==> config.mk <==
export PLATFORM = sky130hd
export DESIGN_NAME = udmc_main_control
export DESIGN_NICKNAME = d
export VERILOG_FILES = /design/src/core/udmc_pkg.sv /design/src/core/udmc_sync.sv /design/src/core/udmc_reset_seq.sv /design/src/core/udmc_main_control.sv
export VERILOG_INCLUDE_DIRS = /design/src /design/src/core
export SDC_FILE = /design/constraint.sdc
export NUM_CORES = 1
export LEC_CHECK = 0
export ABC_AREA = 1
export BUFFER_PORTS_ARGS = -buffer_cell sky130_fd_sc_hd__clkbuf_2
export CAP_MARGIN = 15
export CORE_MARGIN = 3
export CORE_UTILIZATION = 45
export CTS_BUF_LIST = sky130_fd_sc_hd__clkbuf_4
export DETAILED_ROUTE_END_ITERATION = 10
export GPL_TIMING_DRIVEN = 0
export PLACE_DENSITY = 0.8
export SLEW_MARGIN = 40
export SYNTH_ARGS = -nofsm -noshare
export SYNTH_HDL_FRONTEND = slang
export SYNTH_HIERARCHICAL = 1
export SYNTH_SLANG_ARGS = --single-unit
==> constraint.sdc <==
create_clock -name clk_sys_i -period 1.76 [get_ports clk_sys_i]
set_input_delay 0.352 -clock clk_sys_i [delete_from_list [all_inputs] [get_ports clk_sys_i]]
set_output_delay 0.352 -clock clk_sys_i [all_outputs]
set_load 0.01 [all_outputs]
==> src/core/udmc_consts.svh <==
`ifndef UDMC_CONSTS_SVH
`define UDMC_CONSTS_SVH

// ----------------------------------------------------------------------------
// Register map
// ----------------------------------------------------------------------------
`define UDMC_ADR_W 8
`define UDMC_OFS_MAIN_CTRL 8'h00
`define UDMC_OFS_IRQ_STATUS 8'h04
`define UDMC_OFS_IRQ_MASK 8'h08
`define UDMC_MAIN_CTRL_RESET 8'h00
`define UDMC_IRQ_MASK_RESET 6'h00

// ----------------------------------------------------------------------------
// Event bits of the status and mask registers
// ----------------------------------------------------------------------------
`define UDMC_EV_W 6
`define UDMC_EV_CTRL_RST_DONE 0
`define UDMC_EV_BUS_RST_DONE 1
`define UDMC_EV_FLUSH_DONE 2
`define UDMC_EV_WAKEUP 3
`define UDMC_EV_USB_BUS_RESET 4
`define UDMC_EV_SPEED_CHANGE 5

// ----------------------------------------------------------------------------
// Reset pulse lengths in clock cycles
// ----------------------------------------------------------------------------
`define UDMC_CTRL_RST_CYCLES 16
`define UDMC_BUS_RST_CYCLES 8

`endif

==> src/core/udmc_pkg.sv <==
package udmc_pkg;

  // --------------------------------------------------------------------------
  // Main control register layout, bit 7 first
  // --------------------------------------------------------------------------
  typedef struct packed {
    logic bus_side_reset;
    logic high_speed_status;
    logic fifo_write_enable;
    logic controller_soft_reset;
    logic enter_suspend;
    logic global_irq_enable;
    logic flush;
    logic remote_wakeup_capable;
  } udmc_ctrl_type;

  // --------------------------------------------------------------------------
  // Link-side inputs
  // --------------------------------------------------------------------------
  typedef struct packed {
    logic high_speed;
    logic usb_bus_reset;
    logic wakeup;
  } udmc_link_type;

  // --------------------------------------------------------------------------
  // Reset sequencer states
  // --------------------------------------------------------------------------
  typedef enum logic [1:0] {
    RS_IDLE = 2'b00,
    RS_RUN = 2'b01,
    RS_DONE = 2'b10
  } udmc_rst_state_type;

endpackage

==> src/core/udmc_sync.sv <==
`timescale 1ns/100ps

module udmc_sync #(
  parameter int W = 1
) (
  input wire logic clk_sys_i,
  input wire logic rst_n_i,
  input wire logic clk_en_i,
  input wire logic [W-1:0] d_i,
  output logic [W-1:0] q_o
);

  logic [W-1:0] stage1_q;
  logic [W-1:0] stage2_q;

  // The first stage feeds only the second stage.
  always_ff @(posedge clk_sys_i or negedge rst_n_i) begin
    if (!rst_n_i) begin
      stage1_q <= '0;
      stage2_q <= '0;
    end else if (clk_en_i) begin
      stage1_q <= d_i;
      stage2_q <= stage1_q;
    end
  end

  assign q_o = stage2_q;

endmodule

==> src/core/udmc_reset_seq.sv <==
`timescale 1ns/100ps

module udmc_reset_seq #(
  parameter int CYCLES = 8
) (
  input wire logic clk_sys_i,
  input wire logic rst_n_i,
  input wire logic clk_en_i,
  input wire logic start_i,
  output logic active_o,
  output logic done_o
);

  localparam int CW = $clog2(CYCLES + 1);

  udmc_pkg::udmc_rst_state_type state_q;
  udmc_pkg::udmc_rst_state_type state_d;
  logic [CW-1:0] cnt_q;
  logic [CW-1:0] cnt_d;

  always_comb begin
    state_d = state_q;
    cnt_d = cnt_q;
    unique case (state_q)
      udmc_pkg::RS_IDLE: begin
        if (start_i) begin
          state_d = udmc_pkg::RS_RUN;
          cnt_d = CW'(CYCLES - 1);
        end
      end
      udmc_pkg::RS_RUN: begin
        if (cnt_q == '0) begin
          state_d = udmc_pkg::RS_DONE;
        end else begin
          cnt_d = cnt_q - CW'(1);
        end
      end
      udmc_pkg::RS_DONE: begin
        state_d = udmc_pkg::RS_IDLE;
      end
      default: begin
        state_d = udmc_pkg::RS_IDLE;
      end
    endcase
  end

  always_ff @(posedge clk_sys_i or negedge rst_n_i) begin
    if (!rst_n_i) begin
      state_q <= udmc_pkg::RS_IDLE;
      cnt_q <= '0;
    end else if (clk_en_i) begin
      state_q <= state_d;
      cnt_q <= cnt_d;
    end
  end

  assign active_o = (state_q == udmc_pkg::RS_RUN);
  assign done_o = (state_q == udmc_pkg::RS_DONE);

endmodule

==> src/core/udmc_main_control.sv <==
`timescale 1ns/100ps
`include "udmc_consts.svh"

// Contract
// - Bus-side reset bit resets slave, buffer, control.
// - Hardware reset clears the bus-side reset bit.
// - Speed bit reads one in high speed.
// - Packet FIFO writes only after enable set.
// - Controller reset bit starts whole controller reset.
// - Controller reset refused while suspended.
// - Controller reset drops the power-save output.
// - Controller reset aborts any chirp sequence.
// - Controller reset clears the command FIFO.
// - Controller reset clears frame, timer, micro-frame.
// - Controller reset keeps data FIFO state.
// - Enter-suspend bit places controller in suspend.
// - Interrupt needs global enable and unmasked source.
// - Flush bit moves buffer; hardware clears it.
// - Wakeup leaves suspend when remote wakeup capable.
module udmc_main_control #(
  parameter int CTRL_RST_CYCLES = `UDMC_CTRL_RST_CYCLES,
  parameter int BUS_RST_CYCLES = `UDMC_BUS_RST_CYCLES
) (
  input wire logic clk_sys_i,
  input wire logic rst_n_i,
  input wire logic clk_en_i,
  input wire logic wb_cyc_i,
  input wire logic wb_stb_i,
  input wire logic wb_we_i,
  input wire logic [3:0] wb_sel_i,
  input wire logic [`UDMC_ADR_W-1:0] wb_adr_i,
  input wire logic [31:0] wb_dat_i,
  output logic [31:0] wb_dat_o,
  output logic wb_ack_o,
  input wire logic high_speed_i,
  input wire logic usb_bus_reset_i,
  input wire logic wakeup_i,
  input wire logic flush_done_i,
  output logic bus_side_reset_o,
  output logic controller_soft_reset_o,
  output logic chirp_abort_o,
  output logic cmd_fifo_clear_o,
  output logic sof_clear_o,
  output logic power_save_o,
  output logic suspend_o,
  output logic fifo_write_enable_o,
  output logic flush_req_o,
  output logic irq_o
);

  // --------------------------------------------------------------------------
  // Reset release
  // --------------------------------------------------------------------------
  logic rst_sync_n;

  // The reset release runs even with the clock enable low, so that a frozen
  // block still leaves reset cleanly once the enable returns.
  udmc_sync #(
    .W(1)
  ) u_rst_sync (
    .clk_sys_i(clk_sys_i),
    .rst_n_i(rst_n_i),
    .clk_en_i(1'b1),
    .d_i(1'b1),
    .q_o(rst_sync_n)
  );

  // --------------------------------------------------------------------------
  // Link input synchronisers and edge detection
  // --------------------------------------------------------------------------
  udmc_pkg::udmc_link_type link_raw;
  udmc_pkg::udmc_link_type link_s;
  udmc_pkg::udmc_link_type link_prev_q;
  udmc_pkg::udmc_link_type link_prev_d;
  logic wake_rise;
  logic bus_reset_rise;
  logic speed_change;

  assign link_raw = '{high_speed: high_speed_i, usb_bus_reset: usb_bus_reset_i, wakeup: wakeup_i};

  udmc_sync #(
    .W($bits(udmc_pkg::udmc_link_type))
  ) u_link_sync (
    .clk_sys_i(clk_sys_i),
    .rst_n_i(rst_sync_n),
    .clk_en_i(clk_en_i),
    .d_i(link_raw),
    .q_o(link_s)
  );

  always_comb begin
    link_prev_d = link_s;
    wake_rise = link_s.wakeup & ~link_prev_q.wakeup;
    bus_reset_rise = link_s.usb_bus_reset & ~link_prev_q.usb_bus_reset;
    speed_change = link_s.high_speed ^ link_prev_q.high_speed;
  end

  always_ff @(posedge clk_sys_i or negedge rst_sync_n) begin
    if (!rst_sync_n) begin
      link_prev_q <= '0;
    end else if (clk_en_i) begin
      link_prev_q <= link_prev_d;
    end
  end

  // --------------------------------------------------------------------------
  // Wishbone slave
  // --------------------------------------------------------------------------
  udmc_pkg::udmc_ctrl_type ctrl_q;
  udmc_pkg::udmc_ctrl_type ctrl_d;
  udmc_pkg::udmc_ctrl_type wdat;
  logic [`UDMC_EV_W-1:0] status_q;
  logic [`UDMC_EV_W-1:0] status_d;
  logic [`UDMC_EV_W-1:0] mask_q;
  logic [`UDMC_EV_W-1:0] mask_d;
  logic ack_q;
  logic ack_d;
  logic [31:0] rd_q;
  logic [31:0] rd_d;
  logic acc;
  logic wr_en;
  logic rd_en;
  logic hit_main;
  logic hit_status;
  logic hit_mask;
  logic wr_main;
  logic wr_mask;
  logic rd_status;

  // Registers are decoded on whole words; the two low address bits are
  // ignored, and an unmapped word answers zero and drops writes.
  always_comb begin
    acc = wb_cyc_i & wb_stb_i & ~ack_q;
    wr_en = acc & wb_we_i & wb_sel_i[0];
    rd_en = acc & ~wb_we_i;
    hit_main = (wb_adr_i[`UDMC_ADR_W-1:2] == (`UDMC_ADR_W-2)'(`UDMC_OFS_MAIN_CTRL >> 2));
    hit_status = (wb_adr_i[`UDMC_ADR_W-1:2] == (`UDMC_ADR_W-2)'(`UDMC_OFS_IRQ_STATUS >> 2));
    hit_mask = (wb_adr_i[`UDMC_ADR_W-1:2] == (`UDMC_ADR_W-2)'(`UDMC_OFS_IRQ_MASK >> 2));
    wr_main = wr_en & hit_main;
    wr_mask = wr_en & hit_mask;
    rd_status = rd_en & hit_status;
    wdat = wb_dat_i[7:0];
    ack_d = acc;
    rd_d = rd_q;
    if (rd_en) begin
      rd_d = 32'h0000_0000;
      if (hit_main) begin
        rd_d[7:0] = ctrl_q;
      end
      if (hit_status) begin
        rd_d[`UDMC_EV_W-1:0] = status_q;
      end
      if (hit_mask) begin
        rd_d[`UDMC_EV_W-1:0] = mask_q;
      end
    end
  end

  always_ff @(posedge clk_sys_i or negedge rst_sync_n) begin
    if (!rst_sync_n) begin
      ack_q <= 1'b0;
      rd_q <= 32'h0000_0000;
    end else if (clk_en_i) begin
      ack_q <= ack_d;
      rd_q <= rd_d;
    end
  end

  assign wb_ack_o = ack_q;
  assign wb_dat_o = rd_q;

  // --------------------------------------------------------------------------
  // Reset sequencers
  // --------------------------------------------------------------------------
  logic ctrl_start;
  logic ctrl_rst_active;
  logic ctrl_rst_done;
  logic bus_start;
  logic bus_rst_active;
  logic bus_rst_done;

  // A second request while a sequence runs is dropped; the running one is
  // not restarted, so its length is always exact.
  always_comb begin
    ctrl_start = wr_main & wdat.controller_soft_reset & ~ctrl_q.enter_suspend & ~ctrl_rst_active;
    bus_start = wr_main & wdat.bus_side_reset & ~bus_rst_active;
  end

  udmc_reset_seq #(
    .CYCLES(CTRL_RST_CYCLES)
  ) u_ctrl_rst (
    .clk_sys_i(clk_sys_i),
    .rst_n_i(rst_sync_n),
    .clk_en_i(clk_en_i),
    .start_i(ctrl_start),
    .active_o(ctrl_rst_active),
    .done_o(ctrl_rst_done)
  );

  udmc_reset_seq #(
    .CYCLES(BUS_RST_CYCLES)
  ) u_bus_rst (
    .clk_sys_i(clk_sys_i),
    .rst_n_i(rst_sync_n),
    .clk_en_i(clk_en_i),
    .start_i(bus_start),
    .active_o(bus_rst_active),
    .done_o(bus_rst_done)
  );

  // --------------------------------------------------------------------------
  // Main control register
  // --------------------------------------------------------------------------
  logic wake_ok;
  logic power_save_q;
  logic power_save_d;

  always_comb begin
    ctrl_d = ctrl_q;
    wake_ok = ctrl_q.remote_wakeup_capable & ctrl_q.enter_suspend & wake_rise;
    ctrl_d.high_speed_status = link_s.high_speed;
    if (wr_main) begin
      ctrl_d.fifo_write_enable = wdat.fifo_write_enable;
      ctrl_d.global_irq_enable = wdat.global_irq_enable;
      ctrl_d.remote_wakeup_capable = wdat.remote_wakeup_capable;
      ctrl_d.enter_suspend = wdat.enter_suspend;
    end
    if (link_s.usb_bus_reset | wake_ok) begin
      ctrl_d.enter_suspend = 1'b0;
    end
    if (bus_rst_done) begin
      ctrl_d.bus_side_reset = 1'b0;
    end
    if (bus_start) begin
      ctrl_d.bus_side_reset = 1'b1;
    end
    if (ctrl_rst_done) begin
      ctrl_d.controller_soft_reset = 1'b0;
    end
    if (ctrl_start) begin
      ctrl_d.controller_soft_reset = 1'b1;
    end
    if (flush_done_i & ctrl_q.flush) begin
      ctrl_d.flush = 1'b0;
    end
    if (wr_main & wdat.flush) begin
      ctrl_d.flush = 1'b1;
    end
    power_save_d = ctrl_d.enter_suspend & ~ctrl_start & ~ctrl_rst_active;
  end

  always_ff @(posedge clk_sys_i or negedge rst_sync_n) begin
    if (!rst_sync_n) begin
      ctrl_q <= `UDMC_MAIN_CTRL_RESET;
      power_save_q <= 1'b0;
    end else if (clk_en_i) begin
      ctrl_q <= ctrl_d;
      power_save_q <= power_save_d;
    end
  end

  // --------------------------------------------------------------------------
  // Interrupts
  // --------------------------------------------------------------------------
  logic [`UDMC_EV_W-1:0] ev;
  logic irq_q;
  logic irq_d;

  always_comb begin
    ev = '0;
    ev[`UDMC_EV_CTRL_RST_DONE] = ctrl_rst_done;
    ev[`UDMC_EV_BUS_RST_DONE] = bus_rst_done;
    ev[`UDMC_EV_FLUSH_DONE] = flush_done_i & ctrl_q.flush;
    ev[`UDMC_EV_WAKEUP] = wake_ok;
    ev[`UDMC_EV_USB_BUS_RESET] = bus_reset_rise;
    ev[`UDMC_EV_SPEED_CHANGE] = speed_change;
    status_d = status_q;
    if (rd_status) begin
      status_d = '0;
    end
    // An event in the cycle of the clearing read survives it.
    status_d = status_d | ev;
    mask_d = mask_q;
    if (wr_mask) begin
      mask_d = wb_dat_i[`UDMC_EV_W-1:0];
    end
    // gated by enable and mask
    // The level follows the next register values, so it never outlasts a cleared enable.
    irq_d = ctrl_d.global_irq_enable & (|(status_d & mask_d));
  end

  always_ff @(posedge clk_sys_i or negedge rst_sync_n) begin
    if (!rst_sync_n) begin
      status_q <= '0;
      mask_q <= `UDMC_IRQ_MASK_RESET;
      irq_q <= 1'b0;
    end else if (clk_en_i) begin
      status_q <= status_d;
      mask_q <= mask_d;
      irq_q <= irq_d;
    end
  end

  assign irq_o = irq_q;

  // --------------------------------------------------------------------------
  // Outputs
  // --------------------------------------------------------------------------
  // resets slave, buffer, control
  assign bus_side_reset_o = bus_rst_active;
  assign controller_soft_reset_o = ctrl_rst_active;
  assign chirp_abort_o = ctrl_rst_active;
  assign cmd_fifo_clear_o = ctrl_rst_active;
  assign sof_clear_o = ctrl_rst_active;
  // The controller reset has no path into the data FIFO or its enable.
  assign fifo_write_enable_o = ctrl_q.fifo_write_enable;
  assign power_save_o = power_save_q;
  assign suspend_o = ctrl_q.enter_suspend;
  assign flush_req_o = ctrl_q.flush;

endmodule

==> summary.md, run 1 <==
| Metric | Value |
|---|---|
| CP Data Required Time | `1.41 ns` |
| Ant. Diodes | `0` |
| Clock tree from TritonCTS | `done` |
| First-pass GRT wire length | `10.7 mm` |
| Initial DRC count | `206` |
| DRT antenna net count | `0` |
| Drt first pass iters | `4` |
| Vias | `2554` |
| CTS Buffer Depth | `2` |
| Pwr dens | `903 nW/um^2` |
| Final net count | `513` |
| Worst Path Max Fanout | `8` |
| Chip Height | `87.4 um` |
| Clock Latency Late Sink | `0.37 ns` |
| Vias in the first global route | `2415` |
| Yosys reg bits | `54` |
| Metal2 WL | `3.04 mm` |
| Worst path slowest cell | `dfrtp_1` |
| Initial core utilization | `0.467` |
| Register area | `1360 um^2` |
| Sequential fraction of the synthesis area | `0.453` |
| WP data arrival | `1.34 ns` |
| Placement Cell Area | `3410 um^2` |
| Yosys warning total | `6` |
| Most frequent cells in the layout | `nand2_1, dfrtp_1, clkbuf_2` |
| All-Layer GR Usage | `0.177` |
| Grt total ovfl | `0` |
| Final HPWL DP | `4.86 mm` |
| Crit-path leading delay family | `flip-flops` |
| Core area | `6390 um^2` |
| Lkg Pwr | `2.00 nW` |
| Root Buffer | `clkbuf_4` |
| Htree depth | `2` |
| Die span in x | `87.4 um` |
| Post-synth top area share | `0.453` |
| Initial antenna violation count | `0` |
| IO Pins | `97` |
| Status | `finished clean` |
| DR WL/cell | `12.1 um` |
| Final Cell Area | `3510 um^2` |
| Uppermost routed layer | `met4` |
| DR WL met3 | `486 um` |
| Relative slew slack | `0.652` |
| Crit-path cells | `inv_1 > nor2_4 > buf_4 > clkbuf_2` |
| HP Class | `in -> reg` |
| F_max | `0.589 GHz` |
| Routed WL | `6.49 mm` |
| DRC violations left | `0` |
| Slew Limit Fails | `0` |
| Critical path's largest stage delay | `0.42 ns` |
| Hold Vio Cnt, Final | `0` |
| Critical Path End Type | `output pin` |
| Largest net degree at the start of global routing | `41` |
| # setup viols final | `0` |
| Via/cell ratio | `4.78` |
| Tightest Pin Transition | `0.522 ns` |
| Die area | `7640 um^2` |
| Synth area leader | `dfrtp_1` |
| DRT met1 WL | `2.85 mm` |
| CTS Buf Count | `5` |
| Synth Area per Inst | `7.94 um^2` |
| IO Port Bufs | `42` |
| Period utilisation layout | `0.964` |
| FILL cells | `609` |
| Setup Total Neg Slack | `0 ns` |
| Layout cells sized above 1 | `0.249` |
| Clock Skews | `0.00668 ns` |
| Setup CP Type | `reg -> out` |
| Synth Instances | `376` |
| Area of the multi-input gates | `1340 um^2` |
| GP Congestion | `0.845` |
| Worst vdd ir | `0.428 mV` |
| Setup ws final | `0.0636 ns` |
| Startpoint type of the worst setup path | `register` |
| Largest cells by area after synthesis | `dfrtp_1, nand2_1, buf_4, inv_1, nor2_1` |
| CTS sink count | `54` |
| Most common cell after layout, fill and taps aside | `nand2_1` |
| CTS clock-pin slew for the worst setup and hold paths | `0.14 ns` |
| Buffers & Inverters on Critical Path | `3` |
| Post-synthesis cell area | `2980 um^2` |
| Final worst path period need | `1.70 ns` |
| Pre-CTS setup slack | `-0.199 ns` |
| Max-cap violations | `0` |
| Row count | `29` |
| Synth-to-Final Area Change | `17.7%` |
| Yosys cell types | `36` |
==> report_power, final <==
group / internal (mW) / switching [mW] / total, mW
clock network: 0.162 / 0.362 / 0.524
registers: 1.42 / 0.177 / 1.59
logic: 0.416 / 0.642 / 1.06
total: 1.99 / 1.18 / 3.17
==> cells by family after synthesis <==
kind of cell	count (synthesis)	share of synthesized area
xor gates and xnor gates	2	0.00587
DFF	54	0.453
adders and majority gates	2	0.00838
other	2	0.00252
AOI/OAI and AO/OA	50	0.0964
and+or+nand+nor	189	0.300
buffers and inverters	77	0.134
==> cell type report <==
cell class / count / area share
Tap cell: 77 / 0.0274
Clock buffer: 6 / 0.0128
Clock inverter: 1 / 0.00107
Buffer: 32 / 0.0655
Inverter: 45 / 0.0481
Timing Repair Buffer: 48 / 0.0769
Sequential cell: 54 / 0.386
Multi-Input combinational cell: 271 / 0.382
==> per-stage QoR <==
step	power, mW	cells	hold slack [ns]	util
6_report	3.17	534	0.175	0.550
5_1_grt	3.43	534	0.159	0.550
4_1_cts	3.19	531	0.154	0.545
3_5_place_dp	2.66	522	0.143	0.534
3_3_place_gp	2.59	521	0.140	0.531
2_1_floorplan	2.38	402	0.0564	-
==> cells in the mapped netlist <==
| library cell | instances |
|---|---|
| a221oi_1 | 3 |
| nor3b_2 | 1 |
| a22oi_1 | 1 |
| nor2_1 | 25 |
| buf_6 | 1 |
| nor2_4 | 6 |
| nor2_2 | 4 |
| xor2_1 | 1 |
| nand4_1 | 3 |
| o21ai_1 | 7 |
| buf_2 | 1 |
| nand2_2 | 4 |
| nor2_8 | 1 |
| nand3b_1 | 1 |
| a22o_1 | 1 |
| o2111ai_1 | 1 |
| inv_2 | 4 |
| nand3_2 | 2 |
| inv_1 | 41 |
| nand4_2 | 1 |
| o211ai_1 | 1 |
| a31oi_1 | 4 |
| buf_4 | 27 |
| nand3_1 | 13 |
| o22ai_1 | 5 |
| or2_2 | 1 |
| nand2_4 | 6 |
| nand2_1 | 121 |
| a21oi_1 | 8 |
| dfrtp_1 | 54 |
| ha_1 | 2 |
| o21ai_0 | 18 |
| conb_1 | 2 |
| clkbuf_1 | 3 |
| xnor2_1 | 1 |
| o21bai_1 | 1 |
==> tightest hold or removal path, cell delays in order <==
cell and delay, ns:
clkbuf_2 0.08, nand2_1 0.05, nand2_1 0.04
==> routing by layer <==
layer	GRT usage	vias up
li1	-	1294
met1	0.241	1156
met2	0.275	92
met3	0.0360	12
met4	0.0725	0
met5	0	-
==> timing repair <==
item | CTS | global route
hold endpoints to repair | 2 | 0
pin swaps | 2 | 2
resized for setup | 0 | 3
hold buffers | 1 | 0
setup buffers | 1 | 3
endpoints found under the setup margin | 9 | 16
==> registers in the layout, indices dropped and copies added, names as in the netlist, 3 cells and up <==
register / cells
status_q: 6
wb_dat_o: 8
ctrl_q: 5
mask_q: 6
u_link_sync/stage1_q: 3
u_link_sync/q_o: 3
u_bus_rst/cnt_q: 4
u_ctrl_rst/cnt_q: 5
==> path summary, 6_finish.rpt <==
check,start,endpoint,slack (ns),cells after the start
worst max-delay path,u_ctrl_rst/state_q[0],cmd_fifo_clear_o,0.06,4
worst max register to register,wb_ack_o,u_bus_rst/cnt_q[3],0.10,12
min in group asynchronous,u_rst_sync/q_o,mask_q[3],0.18,0
worst min-delay path,usb_bus_reset_i,u_link_sync/stage1_q[1],0.17,3
max in group asynchronous,u_rst_sync/q_o,u_link_sync/q_o[0],1.13,1
worst min register to register,u_rst_sync/q_o,mask_q[3],0.18,0
Note: power is estimated with default switching activity, not from simulation.
==> run 2, diff against run 1 <==
- BUFFER_PORTS_ARGS: -buffer_cell sky130_fd_sc_hd__clkbuf_2 -> unset
- DONT_BUFFER_PORTS: unset -> 1
- PLACE_DENSITY: 0.8 -> 0.67
==> run 2 against run 1 <==
  * Routed wire length fell by 2.4%
  * Critical path type is now reg -> reg
  * Worst hold slack got worse by 0.14 ns
  * Largest cell class is now multi-input gates
  * First-iteration DRC count fell by 33%
==> summary.md, run 2 (same netlist as run 1, synthesis figures left out) <==
| Metric | Value |
|---|---|
| Status | `finished clean` |
| Final worst path period need | `1.67 ns` |
| Tightest Pin Transition | `0.564 ns` |
| Final Util | `0.528` |
| Vias in the first global route | `2093` |
| HP Class | `in -> reg` |
| Worst r2r path cells | `12` |
| CTS Buf Count | `5` |
| First-pass GRT wire length | `9.92 mm` |
| CP most frequent cell | `nand2_1` |
| Crit-path leading delay family | `simple AND/OR/NAND/NOR gates` |
| Critical path's largest stage delay | `0.46 ns` |
| Core area | `6390 um^2` |
| DRC violations left | `0` |
| All-Layer GR Usage | `0.168` |
| Pwr dens | `969 nW/um^2` |
| Max FFs per register | `8` |
| Htree depth | `2` |
| Most common cell after layout, fill and taps aside | `nand2_1` |
| Setup ws final | `0.0874 ns` |
| Initial antenna violation count | `0` |
| Cells after DPL | `480` |
| Hold path endpoint | `u_bus_rst/state_q[0]` |
| Initial DRC count | `139` |
| Worst path slowest cell | `dfrtp_1` |
| Pre-CTS setup slack | `-0.0944 ns` |
| Most frequent cells in the layout | `nand2_1, dfrtp_1, inv_1` |
| Via/cell ratio | `4.74` |
| Final net count | `474` |
| Row count | `29` |
| Initial core utilization | `0.467` |
| Clock tree from TritonCTS | `done` |
| GP Congestion | `0.836` |
| Worst Path Max Fanout | `6` |
| Worst R2R Setup Slack | `0.09 ns` |
| Non-Filler Instances | `496` |
| Routed WL | `6.33 mm` |
| Startpoint type of the worst setup path | `register` |
| Total power | `3.27 mW` |
| CTS clock-pin slew for the worst setup and hold paths | `0.16 ns` |
| Hold Path Stages | `1` |
| Grt total ovfl | `0` |
| Root Buffer | `clkbuf_4` |
| Clock Skews | `0.0202 ns` |
| IO Port Bufs | `0` |
| Lkg Pwr | `1.84 nW` |
| Buffers & Inverters on Critical Path | `3` |
| WP data arrival | `1.96 ns` |
| Crit-path cells | `inv_2 > nand3_4 > nor2_8 > nand2_4 > nor3b_2 > inv_1 > nand2_1 > nand2_2 > inv_4 > nand2_4 > nand2_1 > nand2_1` |
| Relative slew slack | `0.624` |
| Drt first pass iters | `6` |
| Layout cells sized above 1 | `0.200` |
| Clock Latency Late Sink | `0.39 ns` |
| Period utilisation layout | `0.950` |
| Die span in x | `87.4 um` |
| Setup CP Type | `reg -> reg` |
| Die area | `7640 um^2` |
| RSZ-0062 raised after global routing | `true` |
| Critical Path End Type | `register` |
| Largest net degree at the start of global routing | `35` |
| Vias | `2353` |
| Final HPWL DP | `4.53 mm` |
| Slew Limit Fails | `0` |
| Chip Height | `87.4 um` |
| CP Data Required Time | `2.05 ns` |
| Hold Vio Cnt, Final | `0` |
| DRT antenna net count | `0` |
| CP Launch Point | `wb_ack_o` |
| Max-cap violations | `0` |
| # setup viols final | `0` |
| R2r endpoint | `u_bus_rst/cnt_q[3]` |
| Placement Cell Area | `3200 um^2` |
| Synth-to-Final Area Change | `13.1%` |
| Worst hold slack | `0.0308 ns` |
| CTS Buffer Depth | `2` |
| Final Cell Area | `3370 um^2` |
| Hold wc startpoint | `clk_en_i` |
| F_max | `0.598 GHz` |
| Worst vdd ir | `0.531 mV` |
| IO Pins | `97` |
| Ant. Diodes | `0` |
| DR WL/cell | `12.8 um` |
| CTS sink count | `54` |
| R2r startpoint | `wb_ack_o` |
| Setup Total Neg Slack | `0 ns` |
-- run 2: cell types whose count changed in the layout (fill, tap and decap cells not counted), sizes merged --
cell	previous run	this run
clkbuf	51	8
buf	34	36
bufinv	0	1
clkinv	1	2
nand2	131	132
-- run 2: layout make-up --
cell class | instances | area (um^2)
plain buffers | 32 | 230
flip-flops and latches | 54 | 1360
clock inverters | 3 | 40.0
fillers | 630 | 3010
clock buffers | 5 | 37.5
well taps | 77 | 96.3
inverters | 45 | 171
multi-input cells | 272 | 1370
repair buffers | 8 | 75.1
-- run 2: timing repair --
item,in CTS,in global routing
buffers inserted,2,4
hold buffers,1,0
gates cloned,0,1
hold endpoints to repair,2,0
pin swaps,3,8
endpoints found under the setup margin,12,13
gates resized for setup,2,10
-- run 2: worst max-delay path by stage --
stage / to / slack, ns / cells past startpoint
2_1_floorplan: ctrl_q[0] / 0.13 / 0
3_3_place_gp: wb_dat_o[3] / -0.55 / 0
3_5_place_dp: u_ctrl_rst/cnt_q[0] / -0.09 / 12
4_1_cts: u_ctrl_rst/cnt_q[0] / 0.02 / 12
5_1_grt: u_ctrl_rst/cnt_q[1] / -0.04 / 11
6_report: u_bus_rst/cnt_q[3] / 0.09 / 12
-- run 2: report_power, final --
part / internal [mW] / leakage (nW) / switching [mW]
clock: 0.295 / 0.0450 / 0.398
sequential: 1.41 / 0.679 / 0.190
combinational: 0.377 / 1.11 / 0.595
-- run 2: per-layer routing --
layer	vias to the layer above	wire [um]	track usage
met3	9	451	0.0435
met2	67	3040	0.277
met1	1061	2740	0.216
met5	-	0	0
met4	0	97	0.0530
li1	1216	-	-
